File: src/logic/pcmf_params.svh
// constants for the composite pal sample formatter
`ifndef PCMF_PARAMS_SVH
`define PCMF_PARAMS_SVH

// ----------------------------------------------------------------
// clock and sample rate
// ----------------------------------------------------------------
// system clock rate in hz
`define PCMF_CLK_HZ          27'd40000000
// quad subcarrier sample rate in hz, 17.734475 mhz
`define PCMF_FSC4_HZ         27'd17734475

// ----------------------------------------------------------------
// sample numbering within a line
// ----------------------------------------------------------------
// samples on a normal line
`define PCMF_LINE_SAMPLES    11'd1135
// samples in the digital active line
`define PCMF_ACTIVE_SAMPLES  11'd948
// samples in the digital horizontal blanking
`define PCMF_BLANK_SAMPLES   11'd187
// first active sample number
`define PCMF_FIRST_ACTIVE    11'd0
// last active sample number
`define PCMF_LAST_ACTIVE     11'd947
// first blanking sample number, a line starts here
`define PCMF_LINE_START      11'd948
// last sample on a normal line
`define PCMF_LAST_NORMAL     11'd1134
// first extra sample on the long lines
`define PCMF_FIRST_EXTRA     11'd1135
// last extra sample on the long lines
`define PCMF_LAST_EXTRA      11'd1136
// samples from the sample after the sync edge to active sample zero
`define PCMF_SYNC_OFFSET     11'd177
// sample number that follows the sync leading edge
`define PCMF_SYNC_SAMPLE     (`PCMF_LINE_SAMPLES - `PCMF_SYNC_OFFSET)
// sync tip length in samples
`define PCMF_SYNC_WIDTH      11'd83

// ----------------------------------------------------------------
// lines and fields
// ----------------------------------------------------------------
// first line of the frame
`define PCMF_FIRST_LINE      10'd1
// lines in a frame
`define PCMF_LINES           10'd625
// long line closing the odd field group
`define PCMF_EXTRA_LINE_A    10'd313
// first line of the even field group
`define PCMF_EVEN_FIRST      10'd314
// first field of the sequence
`define PCMF_FIRST_FIELD     4'd1
// fields in the sequence
`define PCMF_FIELDS          4'd8

// ----------------------------------------------------------------
// sample codes, 10 bit, two fractional bits
// ----------------------------------------------------------------
// blanking level 40.0h
`define PCMF_CODE_BLANK      10'h100
// peak white d3.0h
`define PCMF_CODE_WHITE      10'h34c
// sync tip 01.0h
`define PCMF_CODE_SYNC       10'h004
// lowest permitted code 01.0h
`define PCMF_CODE_MIN        10'h004
// highest permitted 10 bit code fe.ch
`define PCMF_CODE_MAX10      10'h3fb
// lowest permitted 8 bit code 01h
`define PCMF_CODE8_MIN       9'h001
// highest permitted 8 bit code feh
`define PCMF_CODE8_MAX       9'h0fe
// zero fractional bits
`define PCMF_FRAC_ZERO       2'h0

`endif

File: src/logic/pcmf_pkg.sv
// types for the composite pal sample formatter
package pcmf_pkg;

  // sampling phase of a word relative to the +u axis
  typedef enum logic [1:0] {
    pcmf_ph_045,
    pcmf_ph_135,
    pcmf_ph_225,
    pcmf_ph_315
  } pcmf_phase_e;

  // level forced onto the stream instead of video
  typedef enum logic [1:0] {
    pcmf_lvl_video,
    pcmf_lvl_blank,
    pcmf_lvl_white,
    pcmf_lvl_sync
  } pcmf_level_e;

  // run control of the formatter
  typedef enum logic {
    pcmf_st_idle,
    pcmf_st_run
  } pcmf_run_e;

  // sample number, line number and field number widths
  typedef logic [10:0] pcmf_sample_t;
  typedef logic [9:0]  pcmf_line_t;
  typedef logic [3:0]  pcmf_field_t;
  typedef logic [9:0]  pcmf_word_t;

endpackage

File: src/logic/pcmf_tim_if.sv
// timing carrier between the sample counters and the formatter top
`timescale 1ns/1ps
`default_nettype none

interface pcmf_tim_if;
  logic                  tick;       // new sample position valid
  pcmf_pkg::pcmf_sample_t sample_no; // sample number in line
  pcmf_pkg::pcmf_line_t   line_no;   // line 1 to 625
  pcmf_pkg::pcmf_field_t  field_no;  // field 1 to 8
  pcmf_pkg::pcmf_phase_e  phase;     // subcarrier sampling phase
  logic                  active;     // inside digital active line
  logic                  extra;      // one of the two extra samples
  logic                  sync_ref;   // sample after sync leading edge

  // counters drive, the top reads
  modport timing (
    output tick, sample_no, line_no, field_no, phase, active, extra,
           sync_ref
  );
  modport user (
    input tick, sample_no, line_no, field_no, phase, active, extra,
          sync_ref
  );
endinterface

`default_nettype wire

File: src/logic/pcmf_clip.sv
// excluded code clipping and 8 bit word forming
`timescale 1ns/1ps
`default_nettype none
`include "pcmf_params.svh"

module pcmf_clip (
  input  wire logic [9:0] raw,
  input  wire logic       mode_8bit,
  output logic      [9:0] word
);

  // ----------------------------------------------------------------
  // clipping
  // ----------------------------------------------------------------
  logic [8:0] rounded; // 8 bit value after rounding, one bit spare

  // round to 8 bits, keep codes inside the permitted range
  always_comb begin
    rounded = {1'b0, raw[9:2]} + {8'h00, raw[1]};
    if (mode_8bit) begin
      // rounding instead of truncation keeps burst accuracy
      if (rounded > `PCMF_CODE8_MAX) begin
        rounded = `PCMF_CODE8_MAX;
      end else if (rounded < `PCMF_CODE8_MIN) begin
        rounded = `PCMF_CODE8_MIN;
      end
      // low two bits driven to zero
      word = {rounded[7:0], `PCMF_FRAC_ZERO};
    end else if (raw > `PCMF_CODE_MAX10) begin
      word = `PCMF_CODE_MAX10;
    end else if (raw < `PCMF_CODE_MIN) begin
      word = `PCMF_CODE_MIN;
    end else begin
      word = raw;
    end
  end

endmodule

`default_nettype wire

File: src/logic/pcmf_timing.sv
// sample, line, field and phase counters of the pal sample stream
`timescale 1ns/1ps
`default_nettype none
`include "pcmf_params.svh"

module pcmf_timing (
  input  wire logic    clk_sys,
  input  wire logic    resetn,
  input  wire logic    restart,
  input  wire logic    sample_en,
  pcmf_tim_if.timing   tim
);

  // ----------------------------------------------------------------
  // counter state
  // ----------------------------------------------------------------
  pcmf_pkg::pcmf_sample_t sample_no, next_sample_no;
  pcmf_pkg::pcmf_line_t   line_no,   next_line_no;
  pcmf_pkg::pcmf_field_t  field_no,  next_field_no;
  logic [1:0]             phase,     next_phase;
  logic                   tick,      next_tick;

  // long lines carry two extra samples before active sample zero
  function automatic logic is_long(input pcmf_pkg::pcmf_line_t ln);
    return (ln == `PCMF_EXTRA_LINE_A) || (ln == `PCMF_LINES);
  endfunction

  // next counter values, one step per sample enable
  always_comb begin
    next_sample_no = sample_no;
    next_line_no   = line_no;
    next_field_no  = field_no;
    next_phase     = phase;
    next_tick      = sample_en;
    if (restart) begin
      // frame starts at blanking of line 1, field 1
      next_sample_no = `PCMF_LINE_START;
      next_line_no   = `PCMF_FIRST_LINE;
      next_field_no  = `PCMF_FIRST_FIELD;
      next_phase     = 2'h0;
      next_tick      = 1'b0;
    end else if (sample_en) begin
      // four sample phase runs on across lines
      next_phase = phase + 2'h1;
      if (sample_no == `PCMF_LAST_NORMAL) begin
        // extra samples only on the long lines
        next_sample_no = is_long(line_no) ? `PCMF_FIRST_EXTRA
                                          : `PCMF_FIRST_ACTIVE;
      end else if (sample_no == `PCMF_LAST_EXTRA) begin
        next_sample_no = `PCMF_FIRST_ACTIVE;
      end else if (sample_no == `PCMF_LAST_ACTIVE) begin
        // line boundary sits at the start of blanking
        next_sample_no = `PCMF_LINE_START;
        next_line_no   = (line_no == `PCMF_LINES) ? `PCMF_FIRST_LINE
                                                  : line_no + 10'd1;
        // field changes at line 1 and line 314
        if ((line_no == `PCMF_LINES) ||
            (line_no == `PCMF_EXTRA_LINE_A)) begin
          next_field_no = (field_no == `PCMF_FIELDS) ? `PCMF_FIRST_FIELD
                                                     : field_no + 4'd1;
        end
      end else begin
        next_sample_no = sample_no + 11'd1;
      end
    end
  end

  // register the counters
  always_ff @(posedge clk_sys or negedge resetn) begin
    if (!resetn) begin
      sample_no <= `PCMF_LINE_START;
      line_no   <= `PCMF_FIRST_LINE;
      field_no  <= `PCMF_FIRST_FIELD;
      phase     <= 2'h0;
      tick      <= 1'b0;
    end else begin
      sample_no <= next_sample_no;
      line_no   <= next_line_no;
      field_no  <= next_field_no;
      phase     <= next_phase;
      tick      <= next_tick;
    end
  end

  // ----------------------------------------------------------------
  // carrier outputs
  // ----------------------------------------------------------------
  assign tim.tick      = tick;
  assign tim.sample_no = sample_no;
  assign tim.line_no   = line_no;
  assign tim.field_no  = field_no;
  assign tim.phase     = pcmf_pkg::pcmf_phase_e'(phase);
  assign tim.active    = (sample_no <= `PCMF_LAST_ACTIVE);
  assign tim.extra     = (sample_no >= `PCMF_FIRST_EXTRA);
  assign tim.sync_ref  = (sample_no == `PCMF_SYNC_SAMPLE);

endmodule

`default_nettype wire

File: src/logic/pcmf_top.sv
// composite pal 625 line sample stream formatter, top level
`timescale 1ns/1ps
`default_nettype none
`include "pcmf_params.svh"

// Contract
// - words are ten bits, low two optional
// - 8 bit samples sit high, low bits zero
// - one word per quad subcarrier sample clock
// - sampling phases 45 135 225 315 degrees fixed
// - blank 40h, white d3h, sync 01h levels
// - 8 bit codes only 01h through feh
// - 10 bit codes only 01.0h through fe.ch
// - 948 active plus 187 blanking samples
// - numbering 948 to 1134 then 0 to 947
// - odd fields: zero is 177 after sync
// - even fields: zero is 177 after sync
// - lines 313, 625 add samples 1135, 1136
// - grid advances four samples per frame
// - line one sync edge midway between samples
// - digital active window wider than analogue video
module pcmf_top (
  input  wire logic        clk_sys,
  input  wire logic        resetn,
  input  wire logic        run,
  input  wire logic        mode_8bit,
  input  wire logic        auto_blank,
  input  wire logic [1:0]  level_select,
  input  wire logic [9:0]  video_in,
  output logic             video_take,
  output logic             sample_valid,
  output logic      [9:0]  sample_word,
  output logic      [10:0] sample_number,
  output logic      [9:0]  line_number,
  output logic      [3:0]  field_number,
  output logic      [1:0]  quad_phase,
  output logic             active_line,
  output logic             extra_sample,
  output logic             sync_reference,
  output logic             running
);

  // ----------------------------------------------------------------
  // sample rate divider
  // ----------------------------------------------------------------
  // the sample rate is not an integer fraction of the system clock,
  // so a phase accumulator spreads the enables; the enable jitters
  // by one system cycle, which the receiver sees as clock jitter
  logic [26:0] rate_acc;      // phase accumulator
  logic [26:0] next_rate_acc; // next accumulator value
  logic [26:0] rate_sum;      // accumulator plus increment
  logic        sample_en;     // one cycle enable at sample rate
  logic        next_sample_en;// next enable value
  pcmf_pkg::pcmf_run_e state;      // idle or running
  pcmf_pkg::pcmf_run_e next_state; // next run state

  // add the sample rate each cycle, wrap at the clock rate
  always_comb begin
    rate_sum       = rate_acc + `PCMF_FSC4_HZ;
    next_rate_acc  = rate_acc;
    next_sample_en = 1'b0;
    if (state == pcmf_pkg::pcmf_st_run) begin
      if (rate_sum >= `PCMF_CLK_HZ) begin
        // one sample word is due
        next_rate_acc  = rate_sum - `PCMF_CLK_HZ;
        next_sample_en = 1'b1;
      end else begin
        next_rate_acc  = rate_sum;
      end
    end else begin
      // idle keeps the accumulator at its start point
      next_rate_acc = 27'h0000000;
    end
  end

  // register the divider
  always_ff @(posedge clk_sys or negedge resetn) begin
    if (!resetn) begin
      rate_acc  <= 27'h0000000;
      sample_en <= 1'b0;
    end else begin
      rate_acc  <= next_rate_acc;
      sample_en <= next_sample_en;
    end
  end

  // ----------------------------------------------------------------
  // run control
  // ----------------------------------------------------------------
  logic                restart;    // frame restart to counters

  // start a fresh frame on each idle to run change
  always_comb begin
    next_state = state;
    restart    = 1'b0;
    unique case (state)
      pcmf_pkg::pcmf_st_idle: begin
        if (run) begin
          // counters begin at line 1 field 1
          next_state = pcmf_pkg::pcmf_st_run;
          restart    = 1'b1;
        end
      end
      pcmf_pkg::pcmf_st_run: begin
        if (!run) begin
          next_state = pcmf_pkg::pcmf_st_idle;
        end
      end
    endcase
  end

  // register the run state
  always_ff @(posedge clk_sys or negedge resetn) begin
    if (!resetn) begin
      state <= pcmf_pkg::pcmf_st_idle;
    end else begin
      state <= next_state;
    end
  end

  // ----------------------------------------------------------------
  // sample counters
  // ----------------------------------------------------------------
  pcmf_tim_if tim (); // counter carrier

  // sample, line and field numbering
  pcmf_timing u_timing (
    .clk_sys   (clk_sys),
    .resetn    (resetn),
    .restart   (restart),
    .sample_en (sample_en),
    .tim       (tim)
  );

  // ----------------------------------------------------------------
  // sync tip window
  // ----------------------------------------------------------------
  // the sync edge falls between the sample before the reference and
  // the reference itself, so the tip begins on the reference sample
  logic [10:0] sync_left;      // sync tip samples still to send
  logic [10:0] next_sync_left; // next sync tip count
  logic        in_sync;        // current sample lies on sync tip

  // load the tip length less one on the reference sample, count down
  always_comb begin
    next_sync_left = sync_left;
    if (restart) begin
      next_sync_left = 11'd0;
    end else if (tim.tick) begin
      if (tim.sync_ref) begin
        next_sync_left = `PCMF_SYNC_WIDTH - 11'd1;
      end else if (sync_left != 11'd0) begin
        next_sync_left = sync_left - 11'd1;
      end
    end
  end
  assign in_sync = tim.sync_ref || (sync_left != 11'd0);

  // register the sync count
  always_ff @(posedge clk_sys or negedge resetn) begin
    if (!resetn) begin
      sync_left <= 11'd0;
    end else begin
      sync_left <= next_sync_left;
    end
  end

  // ----------------------------------------------------------------
  // level selection
  // ----------------------------------------------------------------
  pcmf_pkg::pcmf_level_e level;   // level chosen for this sample
  logic [9:0]            raw;     // value before clipping
  logic [9:0]            clipped; // value after clipping

  // auto blanking overrides forced levels outside the active line
  always_comb begin
    level = pcmf_pkg::pcmf_level_e'(level_select);
    if (auto_blank && !tim.active) begin
      // outside the digital active line rebuild blanking and sync,
      // the active window already holds the analogue blanking edges
      level = in_sync ? pcmf_pkg::pcmf_lvl_sync
                      : pcmf_pkg::pcmf_lvl_blank;
    end
    unique case (level)
      pcmf_pkg::pcmf_lvl_video: raw = video_in;
      pcmf_pkg::pcmf_lvl_blank: raw = `PCMF_CODE_BLANK;
      pcmf_pkg::pcmf_lvl_white: raw = `PCMF_CODE_WHITE;
      pcmf_pkg::pcmf_lvl_sync:  raw = `PCMF_CODE_SYNC;
    endcase
  end

  // keep every word out of the excluded ranges
  pcmf_clip u_clip (
    .raw       (raw),
    .mode_8bit (mode_8bit),
    .word      (clipped)
  );

  // ----------------------------------------------------------------
  // output registers
  // ----------------------------------------------------------------
  logic        next_video_take;   // next take strobe
  logic        next_valid;        // next word strobe
  logic [9:0]  next_word;         // next output word
  logic [10:0] next_number;       // next sample number
  logic [9:0]  next_line;         // next line number
  logic [3:0]  next_field;        // next field number
  logic [1:0]  next_phase;        // next sampling phase
  logic        next_active;       // next active flag
  logic        next_extra;        // next extra sample flag
  logic        next_sync_ref;     // next sync reference flag
  logic        next_running;      // next running flag

  // capture one word and its position per sample tick
  always_comb begin
    next_video_take = sample_en;
    next_valid      = tim.tick && (state == pcmf_pkg::pcmf_st_run);
    next_word       = sample_word;
    next_number     = sample_number;
    next_line       = line_number;
    next_field      = field_number;
    next_phase      = quad_phase;
    next_active     = active_line;
    next_extra      = extra_sample;
    next_sync_ref   = 1'b0;
    next_running    = (state == pcmf_pkg::pcmf_st_run);
    if (state == pcmf_pkg::pcmf_st_idle) begin
      // idle stream rests at blanking level
      next_word = `PCMF_CODE_BLANK;
    end else if (tim.tick) begin
      next_word     = clipped;
      next_number   = tim.sample_no;
      next_line     = tim.line_no;
      next_field    = tim.field_no;
      next_phase    = tim.phase;
      next_active   = tim.active;
      next_extra    = tim.extra;
      next_sync_ref = tim.sync_ref;
    end
  end

  // register every output
  always_ff @(posedge clk_sys or negedge resetn) begin
    if (!resetn) begin
      video_take     <= 1'b0;
      sample_valid   <= 1'b0;
      sample_word    <= `PCMF_CODE_BLANK;
      sample_number  <= `PCMF_LINE_START;
      line_number    <= `PCMF_FIRST_LINE;
      field_number   <= `PCMF_FIRST_FIELD;
      quad_phase     <= 2'h0;
      active_line    <= 1'b0;
      extra_sample   <= 1'b0;
      sync_reference <= 1'b0;
      running        <= 1'b0;
    end else begin
      video_take     <= next_video_take;
      sample_valid   <= next_valid;
      sample_word    <= next_word;
      sample_number  <= next_number;
      line_number    <= next_line;
      field_number   <= next_field;
      quad_phase     <= next_phase;
      active_line    <= next_active;
      extra_sample   <= next_extra;
      sync_reference <= next_sync_ref;
      running        <= next_running;
    end
  end

endmodule

`default_nettype wire

File: config.mk
export PLATFORM = sky130hd
export DESIGN_NAME = pcmf_top
export DESIGN_NICKNAME = d
export VERILOG_FILES = /design/src/logic/pcmf_pkg.sv /design/src/logic/pcmf_tim_if.sv /design/src/logic/pcmf_clip.sv /design/src/logic/pcmf_timing.sv /design/src/logic/pcmf_top.sv
export VERILOG_INCLUDE_DIRS = /design/src /design/src/logic
export SDC_FILE = /design/constraint.sdc
export NUM_CORES = 1
export LEC_CHECK = 0
export BUFFER_PORTS_ARGS = -buffer_cell sky130_fd_sc_hd__buf_2
export CORE_AREA = 2 2 121 123
export CTS_BUF_LIST = sky130_fd_sc_hd__clkbuf_8
export CTS_CLUSTER_SIZE = 10
export DETAILED_ROUTE_END_ITERATION = 6
export DIE_AREA = 0 0 123 125
export GPL_ROUTABILITY_DRIVEN = 0
export MAX_ROUTING_LAYER = met4
export PLACE_DENSITY = 0.68
export SETUP_SLACK_MARGIN = 0.1
export SLEW_MARGIN = 5
export SYNTH_ARGS = -nofsm -noshare
export SYNTH_HDL_FRONTEND = slang
export SYNTH_SLANG_ARGS = --single-unit
File: constraint.sdc
create_clock -name clk_sys -period 5.5 [get_ports clk_sys]
set_clock_uncertainty 0.15 [all_clocks]
set_input_delay 0.825 -clock clk_sys [delete_from_list [all_inputs] [get_ports clk_sys]]
set_output_delay 0.825 -clock clk_sys [all_outputs]
set_load 0.01 [all_outputs]
# After elaboration in Yosys (flattened, before gate mapping)
# Cells that the tools add are included.
[totals]
reg_bits = 111
inputBits = 17
output_inout_bits = 43
word_cells = 108
[classes]
n_addsub = 8
order_cmp = 7
n_eq_ne = 13
n_mux = 44
reduce_logical = 16
[op_table]
columns = ["cell", "n"]
rows = [
  ["10-bit 2-to-1 mux", 11],
  ["11-bit 2-to-1 mux", 10],
  ["27-bit 2-to-1 mux", 2],
  ["10-bit case mux with 4 select lines", 1],
  ["4-bit 2-to-1 mux", 7],
  ["27-bit by 25-bit adder with 27-bit output, second input constant", 1],
  ["27-bit by 26-bit greater-or-equal comparator with 1-bit output, second input constant", 1],
  ["27-bit by 26-bit subtractor with 27-bit output, second input constant", 1],
  ["11-bit by 10-bit == test with 1-bit output, second input constant", 2],
  ["11-bit == test, second input constant", 2],
  ["8-bit 2-to-1 mux", 2],
  ["11-bit by 1-bit adder with 11-bit output, second input constant", 1],
  ["11-bit greater-or-equal comparator, second input constant", 1],
  ["11-bit by 10-bit less-or-equal comparator with 1-bit output, second input constant", 1],
  ["11-bit nonzero test", 1],
  ["11-bit by 1-bit subtractor with 11-bit output, second input constant", 1],
  ["10-bit by 1-bit adder with 10-bit output, second input constant", 1],
  ["10-bit == test, second input constant", 1],
  ["10-bit by 9-bit == test with 1-bit output, second input constant", 1],
  ["10-bit > comparator, second input constant", 1],
  ["10-bit by 3-bit < comparator with 1-bit output, second input constant", 1],
  ["8-bit by 1-bit adder with 9-bit output", 1],
  ["9-bit by 8-bit > comparator with 1-bit output, second input constant", 1],
  ["9-bit by 1-bit < comparator with 1-bit output, second input constant", 1],
  ["18 further kinds", 35],
]

# Depth between registers and ports, before layout
# Gate-level depths: netlist of the first run.
[depth]
depth_word = 13
ltp_mapped = 22
depth_no_buf = 20

# By module
# Synthesis of the first run repeated with hierarchy kept, for this count alone.
[unflattened]
cells_unflattened = 759
hier_area_um2 = 7070.5
[modules_own_cells]
columns = ["mod", "n_inst", "cells_per_inst", "area_per_inst_um2", "seq_area_each_um2"]
rows = [
  ["pcmf_top", 1, 494, 4864.7, 2088.3],
  ["pcmf_timing", 1, 201, 1814.2, 710.7],
  ["pcmf_clip", 1, 64, 391.6, 0.0],
]

# Least setup slack after synthesis of the first run
# OpenSTA, ideal clock, no wires.
[synth_timing]
path_type = "register to register"
from = "register u_timing.sample_no[2] (netlist: u_timing.tim.sample_no[2])"
to = "register sample_word[3]"
setup_time_ns = 0.078
t_arrival_ns = 3.978
slack_ns = 1.294
path_stages_with_launch = 23
path_buffers = 3
path_cell_list = "dfstp_2 > clkbuf_1 > nor2_1 > o31ai_1 > a31oi_1 > o21bai_1 > nand2_1 > mux2_2 > inv_1 > ha_1 > clkbuf_1 > clkbuf_1 > and2_1 > ha_1 > ha_1 > and3_1 > nand3_1 > xor2_1 > a21o_1 > o31a_1 > inv_1 > o221ai_1 > a21oi_1"
[synth_between]
elab_chain_cells = 13
word_cells_on_any_way = 24
[synth_lines]
columns = ["item", "line_no", "rtl"]
rows = [
  ["start, declared", "pcmf_timing.sv:17", "pcmf_pkg::pcmf_sample_t sample_no, next_sample_no;"],
  ["start signal, assigned", "pcmf_timing.sv:71", "sample_no <= `PCMF_LINE_START;"],
  ["start signal, assigned", "pcmf_timing.sv:77", "sample_no <= next_sample_no;"],
  ["11-bit by 10-bit less-or-equal comparator with 1-bit output (no source line) / 11-bit by 10-bit == test with 1-bit output (equally long branches)", "-", ""],
  ["1-bit zero test / 1-bit logical OR (equally long branches)", "pcmf_top.sv:178, pcmf_top.sv:157", ""],
  ["1-bit logical AND / 2-bit 2-to-1 mux (equally long branches)", "pcmf_top.sv:178, pcmf_top.sv:181", ""],
  ["2-bit 2-to-1 mux (*)", "pcmf_top.sv:178", "if (auto_blank && !tim.active) begin"],
  ["2-bit == test, or another cell as far along", "pcmf_top.sv:184", "unique case (level)"],
  ["10-bit case mux with 4 select lines (*)", "pcmf_top.sv:184", ""],
  ["8-bit by 1-bit adder with 9-bit output", "pcmf_clip.sv:19", "rounded = {1'b0, raw[9:2]} + {8'h00, raw[1]};"],
  ["9-bit by 1-bit < comparator with 1-bit output (no source line)", "-", ""],
  ["8-bit 2-to-1 mux", "pcmf_clip.sv:24", "end else if (rounded < `PCMF_CODE8_MIN) begin"],
  ["8-bit 2-to-1 mux", "pcmf_clip.sv:22", "if (rounded > `PCMF_CODE8_MAX) begin"],
  ["10-bit 2-to-1 mux (*)", "pcmf_clip.sv:20", "if (mode_8bit) begin"],
  ["10-bit 2-to-1 mux (*)", "pcmf_top.sv:230", "end else if (tim.tick) begin"],
  ["10-bit 2-to-1 mux (*)", "pcmf_top.sv:227", "if (state == pcmf_pkg::pcmf_st_idle) begin"],
  ["end signal, assigned", "pcmf_top.sv:247", "sample_word <= `PCMF_CODE_BLANK;"],
  ["end signal, assigned", "pcmf_top.sv:259", "sample_word <= next_word;"],
  ["end, declared", "pcmf_top.sv:32", "output logic [9:0] sample_word,"],
]
# Every way passes the cells marked *; elsewhere a longest branch is shown, timed or not. The select of a mux whose other input is x is not followed.
# A chain may end at the register's enable or synchronous reset.

# Worst setup path in the final report of the first run
[layout_timing]
from = "register u_timing.sample_no[7] (netlist: u_timing.tim.sample_no[7])"
to = "register sample_word[3]"
# The elaborated chain is that of the path after synthesis.

==> reports/qor.yml, run 1 <==
status: "complete, no violations"
drcViolationCount: 0
yosysTopAreaCellShare: 0.342
whs_ns: 0.339
drt-pass1-iter-count: 5
dieWidth_um: 123
syn_nets: 794
ys_async_sr_fraction: 1.00
cts_hold_buffers: 0
ant_nets: 0
gr-usage-met1: 0.290
grt_util_met2: 0.364
period_share: 0.863
synth_top_area_cell: "dfrtp_1"
grt_pass1_wl_um: 28000
cts_tree: "built"
cts_sinks: 111
worstPathRequired_ns: 5.67
syn2layout_area_growth_pct: 9.05
fmax_mhz: 211
cts_resized: 0
ys_warn_count: 0
ctsHtreeMaxLevel: 3
die_area_um2: 15400
top_usage_layer: "met2"
peakVddDrop_mv: 0.296
vias: 5871
clk_latency_ns: 0.40
p_leak_nw: 3.37
whs_path_depth: 2
io_buffer_count: 59
worst_slack_ns: 0.752
clock-root-buffer: "clkbuf_8"
pre_cts_ws_ns: 0.794
stdcell_area_um2: 7510
crit_path_end_kind: "register"
seq_area_frac_synth: 0.407
path_class: "reg2reg"
ys_types: 83
fin_crit_ns: 4.75
ys_top_cells_by_area: "dfrtp_1, dfstp_2, o21ai_0"
drive_gt1_frac: 0.187
dp_hpwl_um: 11500
nets: 837
min_to: "extra_sample$_DFFE_PN0P_"
grt_overflow: 0
setup_viol: 0
n_fill_cell: 1305
antenna_found_initial: 0
drtIter0Drc: 392
viasPerCell: 5.92
io_pins: 60
ys_ff_latch: 111
dpl_cell_area_um2: 7300
use_met3: 0.0452
fin_tns_setup_ns: 0
post-cts-setup-buffers: 0
wl_um: 16400
slew_viol_final: 0
coreArea_um2: 14200
syn_area_um2: 6880
wl_per_cell_um: 16.5
diodes: 0
grt_usage: 0.231
reg2reg_to: "sample_word[3]$_DFFE_PN0P_"
start_util: 0.485
reg2reg_depth: 18
worst_slew_pin_slew_ns: 1.11
syn_inst: 760
cts_buffers: 9
pwr_density_cell_nw_per_um2: 448
maxCapViolations: 0
crit_fanout: 8
cp.arrival_ns: 4.91
avgSynthCellArea_um2: 9.06
clk_pin_slew_ns: 0.10
hold_path.class: "reg2reg"
total_power_mw: 3.37
rows: 44
start_kind: "register"
rsz0062_at_grt: "false"
cts.path.max_buffers: 2
hold_violations: 0
grt_max_degree: 73
r2r_slack_ns: 0.75
ys.flop_type: "dfrtp_1"
die_h_um: 125
grt_pass1_vias: 5756
synth-edff-count: 0
slew-limit-headroom: 0.255
hold_start: "extra_sample$_DFFE_PN0P_"
timing.rr.start: "u_timing.tim.sample_no[7]$_DFFE_PN1N_"
metal layers:
metal	up-vias	wire (um)
met5	-	0
met4	0	396
met3	41	785
met2	168	8010
met1	2840	7190
li1	2822	-
worst max path at each step:
stage                                     startpoint                          to  cells past startpoint
2_1_floorplan  u_timing.tim.sample_no[2]$_DFFE_PN1N_  sample_word[3]$_DFFE_PN0P_                     22
3_3_place_gp   u_timing.tim.sample_no[7]$_DFFE_PN1N_  sample_word[3]$_DFFE_PN0P_                     18
3_5_place_dp   u_timing.tim.sample_no[7]$_DFFE_PN1N_  sample_word[3]$_DFFE_PN0P_                     18
4_1_cts        u_timing.tim.sample_no[7]$_DFFE_PN1N_  sample_word[3]$_DFFE_PN0P_                     18
5_1_grt        u_timing.tim.sample_no[7]$_DFFE_PN1N_  sample_word[3]$_DFFE_PN0P_                     18
6_report       u_timing.tim.sample_no[7]$_DFFE_PN1N_  sample_word[3]$_DFFE_PN0P_                     18
flip-flops by register name, indices dropped and copies added (netlist names):
signal	flops
next_video_take	1
rate_acc	27
next_running	1
video_take	1
active_line	1
quad_phase	2
sample_number	11
line_number	10
u_timing.tim.sample_no	11
u_timing.tim.phase	2
u_timing.tim.field_no	4
extra_sample	1
u_timing.tim.line_no	10
sync_left	11
running	1
sample_word	10
sync_reference	1
field_number	4
u_timing.tim.tick	1
sample_valid	1
synth_stat cells (3+ instances only):
| master | count |
|---|---|
| a2111o_1 | 3 |
| a211oi_1 | 4 |
| a21o_1 | 7 |
| a21oi_1 | 37 |
| a21oi_2 | 3 |
| a221oi_1 | 3 |
| a22o_1 | 4 |
| a31oi_1 | 11 |
| and2_1 | 9 |
| and3_1 | 9 |
| buf_1 | 4 |
| buf_2 | 4 |
| buf_6 | 3 |
| clkbuf_1 | 21 |
| dfrtp_1 | 94 |
| dfstp_2 | 17 |
| ha_1 | 17 |
| inv_1 | 25 |
| mux2_2 | 21 |
| mux2i_1 | 17 |
| nand2_1 | 75 |
| nand2b_1 | 20 |
| nand3_1 | 31 |
| nand4_1 | 6 |
| nor2_1 | 68 |
| nor2b_1 | 16 |
| nor3_1 | 15 |
| nor4_1 | 8 |
| nor4b_1 | 5 |
| o211ai_1 | 4 |
| o21a_1 | 5 |
| o21ai_0 | 68 |
| o21ai_1 | 4 |
| o21ai_2 | 3 |
| o31ai_1 | 6 |
| o41ai_1 | 4 |
| or2_2 | 10 |
| or3_1 | 3 |
| xnor2_1 | 21 |
| xor2_1 | 14 |
critical path, stage by stage, from the launching register on:
cell,delay (ns)
dfstp_2,0.60
nand3_1,0.17
nor4_1,0.39
nand4_1,0.28
nand4_1,0.20
mux2_2,0.20
inv_1,0.05
ha_1,0.24
o21ai_0,0.45
ha_1,0.27
ha_1,0.25
and3_1,0.26
nand3_1,0.11
xor2_1,0.15
a21o_1,0.21
o31a_1,0.31
inv_1,0.07
o221ai_1,0.12
a21oi_1,0.19
cells in the final DEF, fill, tap and decap left out, types with 3 or more instances in the layout:
cell type  instances
dfrtp_1           94
nand2_1           75
nor2_1            68
o21ai_0           68
buf_2             58
a21oi_1           37
nand3_1           31
inv_1             26
mux2_2            21
xnor2_1           21
nand2b_1          20
mux2i_1           17
ha_1              17
dfstp_2           17
nor2b_1           16
nor3_1            15
xor2_1            14
a31oi_1           11
or2_2             10
and2_1             9
and3_1             9
clkbuf_8           9
nor4_1             8
a21o_1             7
buf_4              7
o31ai_1            6
nand4_1            6
nor4b_1            5
o21a_1             5
o21ai_1            4
o211ai_1           4
a22o_1             4
o41ai_1            4
a211oi_1           4
o21ai_2            3
a221oi_1           3
a2111o_1           3
or3_1              3
a21oi_2            3
through the flow:
stage | cells | util
finish | 992 | 0.529
global route | 992 | 0.529
CTS | 992 | 0.529
detailed placement | 976 | 0.514
global placement | 976 | 0.514
floorplan | 760 | -
report_power, final:
group          total (mW)  switching, mW  internal, mW
logic                1.59          0.930         0.660
registers            1.25          0.219          1.03
clock network       0.523          0.306         0.217
layout make-up:
| class | count | area [um2] | share of cell area |
|---|---|---|---|
| Clock buffer | 9 | 124 | 0.0165 |
| Clock inverter | 7 | 81.3 | 0.0108 |
| Inverter | 25 | 93.8 | 0.0125 |
| Multi-Input combinational cell | 591 | 3840 | 0.511 |
| Sequential cell | 111 | 2800 | 0.373 |
| Tap cell | 184 | 230 | 0.0307 |
| Timing Repair Buffer | 65 | 343 | 0.0457 |
cells by family after synthesis:
group           after synthesis  share of synthesized area
compound gates              203                      0.199
xor+xnor                     35                     0.0445
buf+inv                      58                     0.0362
simple gates                298                      0.223
fa+ha+maj                    17                     0.0309
flops                       111                      0.407
mux                          38                     0.0591
Power figures use the tool's default switching activity.
==> inputs of run 2 (changes only) <==
--- a/config.mk
+++ b/config.mk
@@ -6,7 +6,7 @@
 export SDC_FILE = /design/constraint.sdc
 export NUM_CORES = 1
 export LEC_CHECK = 0
-export BUFFER_PORTS_ARGS = -buffer_cell sky130_fd_sc_hd__buf_2
+export BUFFER_PORTS_ARGS = -buffer_cell sky130_fd_sc_hd__buf_4
 export CORE_AREA = 2 2 121 123
 export CTS_BUF_LIST = sky130_fd_sc_hd__clkbuf_8
 export CTS_CLUSTER_SIZE = 10
==> run 2 against run 1 <==
Compared with the run above:
- sequential share of layout area is 0.67 points lower
- largest power group unchanged
- combinational power is 3% higher
- non-clock buffer count is 1 higher
- utilization is 0.96 points higher
- fmax hardly changed
- global-route usage is 0.29 points higher
- critical path depth stayed put
- via count is 1.1% higher
- critical path type unchanged
- highest routed layer unchanged
- first-iteration DRC count is 2.8% higher
==> reports/qor.yml, run 2 (synthesized netlist as in run 1, its figures left out) <==
status: "complete, no violations"
wl_met2_um: 8550
dp_hpwl_um: 11900
start_kind: "register"
min_to: "line_number[0]$_DFFE_PN1P_"
rows: 44
drive_gt1_frac: 0.185
coreArea_um2: 14200
place_inst: 977
clk_latency_ns: 0.39
reg2reg_to: "sample_word[3]$_DFFE_PN0P_"
antenna_found_initial: 0
hold_violations: 0
fmax_mhz: 211
diodes: 0
pwr_density_cell_nw_per_um2: 444
post-cts-setup-buffers: 0
dieWidth_um: 123
cts_buffers: 9
grt_pass1_wl_um: 28200
setup_viol: 0
grt_usage: 0.234
grt_max_degree: 74
maxCapViolations: 0
r2r_slack_ns: 0.76
power.internal_mw: 1.94
cts_resized: 0
grt_pass1_vias: 5850
p_sw_mw: 1.45
timing.rr.start: "u_timing.tim.sample_no[7]$_DFFE_PN1N_"
pwr-share-clk: 0.148
total_power_mw: 3.39
clk_pin_slew_ns: 0.10
worst_slew_pin_slew_ns: 1.08
combPwrFrac: 0.480
ant_nets: 0
layout_common_cells: "dfrtp_1, nand2_1, nor2_1, o21ai_0, buf_4"
nets: 838
cts_sinks: 111
dpl_cell_area_um2: 7450
viasPerCell: 5.98
reg2reg_depth: 18
period_share: 0.863
met1Wirelength_um: 7550
stdcell_area_um2: 7640
fin_tns_setup_ns: 0
io_pins: 60
fin_crit_ns: 4.74
hold_path.class: "reg2reg"
drt-pass1-iter-count: 5
cts.path.max_buffers: 2
drcViolationCount: 0
largest_register: "rate_acc"
whs_path_depth: 2
die_h_um: 125
cts_tree: "built"
layout_commonest_cell: "dfrtp_1"
path_class: "reg2reg"
slew-limit-headroom: 0.276
p_leak_nw: 3.40
cp.arrival_ns: 4.91
io_buffer_count: 59
crit_fanout: 8
cts_hold_buffers: 0
clock-root-buffer: "clkbuf_8"
final_util: 0.538
start_util: 0.485
hold_start: "line_number[0]$_DFFE_PN1P_"
die_area_um2: 15400
vias: 5935
syn2layout_area_growth_pct: 11.0
ctsHtreeMaxLevel: 3
wl_per_cell_um: 17.1
sequentialPowerShare: 0.372
wl_um: 17000
n_fill_cell: 1306
rsz0062_at_grt: "false"
crit_path_end_kind: "register"
drtIter0Drc: 403
slew_viol_final: 0
met3WireLength_um: 644
swShare: 0.428
grt_overflow: 0
worstPathRequired_ns: 5.67
largest_reg_flops: 27
peakVddDrop_mv: 0.311
fin_cells: 993
highest_layer: "met4"
run 2: cell types whose count changed in the layout (fill, tap and decap cells not counted), sizes merged:
cell	before	now
inv	28	31
clkinv	2	0
buf	65	66
clkinvlp	1	0
run 2: cell type report:
type                            count  area [um2]  share of cell area
Clock buffer                        9         124              0.0162
Clock inverter                      7        65.1             0.00851
Tap cell                          184         230              0.0301
Inverter                           25        93.8              0.0123
Multi-Input combinational cell    591        3840               0.502
Sequential cell                   111        2800               0.366
Timing Repair Buffer               66         495              0.0648
run 2: worst max-delay path by stage:
| stage | startpoint | to | slack [ns] | depth (start not counted) |
|---|---|---|---|---|
| floorplan | u_timing.tim.sample_no[2]$_DFFE_PN1N_ | sample_word[3]$_DFFE_PN0P_ | 1.29 | 22 |
| global placement | u_timing.tim.sample_no[7]$_DFFE_PN1N_ | sample_word[3]$_DFFE_PN0P_ | 1.05 | 18 |
| detailed placement | u_timing.tim.sample_no[7]$_DFFE_PN1N_ | sample_word[3]$_DFFE_PN0P_ | 0.82 | 18 |
| CTS | u_timing.tim.sample_no[7]$_DFFE_PN1N_ | sample_word[3]$_DFFE_PN0P_ | 0.79 | 18 |
| global route | u_timing.tim.sample_no[7]$_DFFE_PN1N_ | sample_word[3]$_DFFE_PN0P_ | 0.46 | 18 |
| finish | u_timing.tim.sample_no[7]$_DFFE_PN1N_ | sample_word[3]$_DFFE_PN0P_ | 0.76 | 18 |
run 2: metal layers:
layer  up-vias  global-route usage
li1       2821                   -
met1      2905               0.300
met2       180               0.382
met3        29              0.0415
met4         0              0.0602
met5         -                   -
run 2: critical path, cell delays in order, from the launching register on:
cell and delay [ns]:
dfstp_2 0.61, nand3_1 0.17, nor4_1 0.41, nand4_1 0.27, nand4_1 0.18, mux2_2 0.20
inv_1 0.04, ha_1 0.21, o21ai_0 0.48, ha_1 0.30, ha_1 0.26, and3_1 0.26
nand3_1 0.11, xor2_1 0.15, a21o_1 0.20, o31a_1 0.31, inv_1 0.06, o221ai_1 0.11
a21oi_1 0.19
run 2: metrics by stage:
stage                     hold WS [ns]  worst slack [ns]
after floorplan                  0.202              1.29
after global placement           0.311              1.05
after detailed placement         0.332             0.817
after CTS                        0.348             0.788
after global routing             0.360             0.464
final                            0.342             0.756
run 2: power groups by stage:
| stage | combinational [mW] | sequential, mW | clock [mW] |
|---|---|---|---|
| final | 1.63 | 1.26 | 0.503 |
| after detailed placement | 1.60 | 1.27 | 0 |
| after floorplan | 1.26 | 1.21 | 0 |
| after global placement | 1.56 | 1.26 | 0 |
| after global routing | 1.80 | 1.29 | 0.552 |
| after CTS | 1.62 | 1.26 | 0.523 |
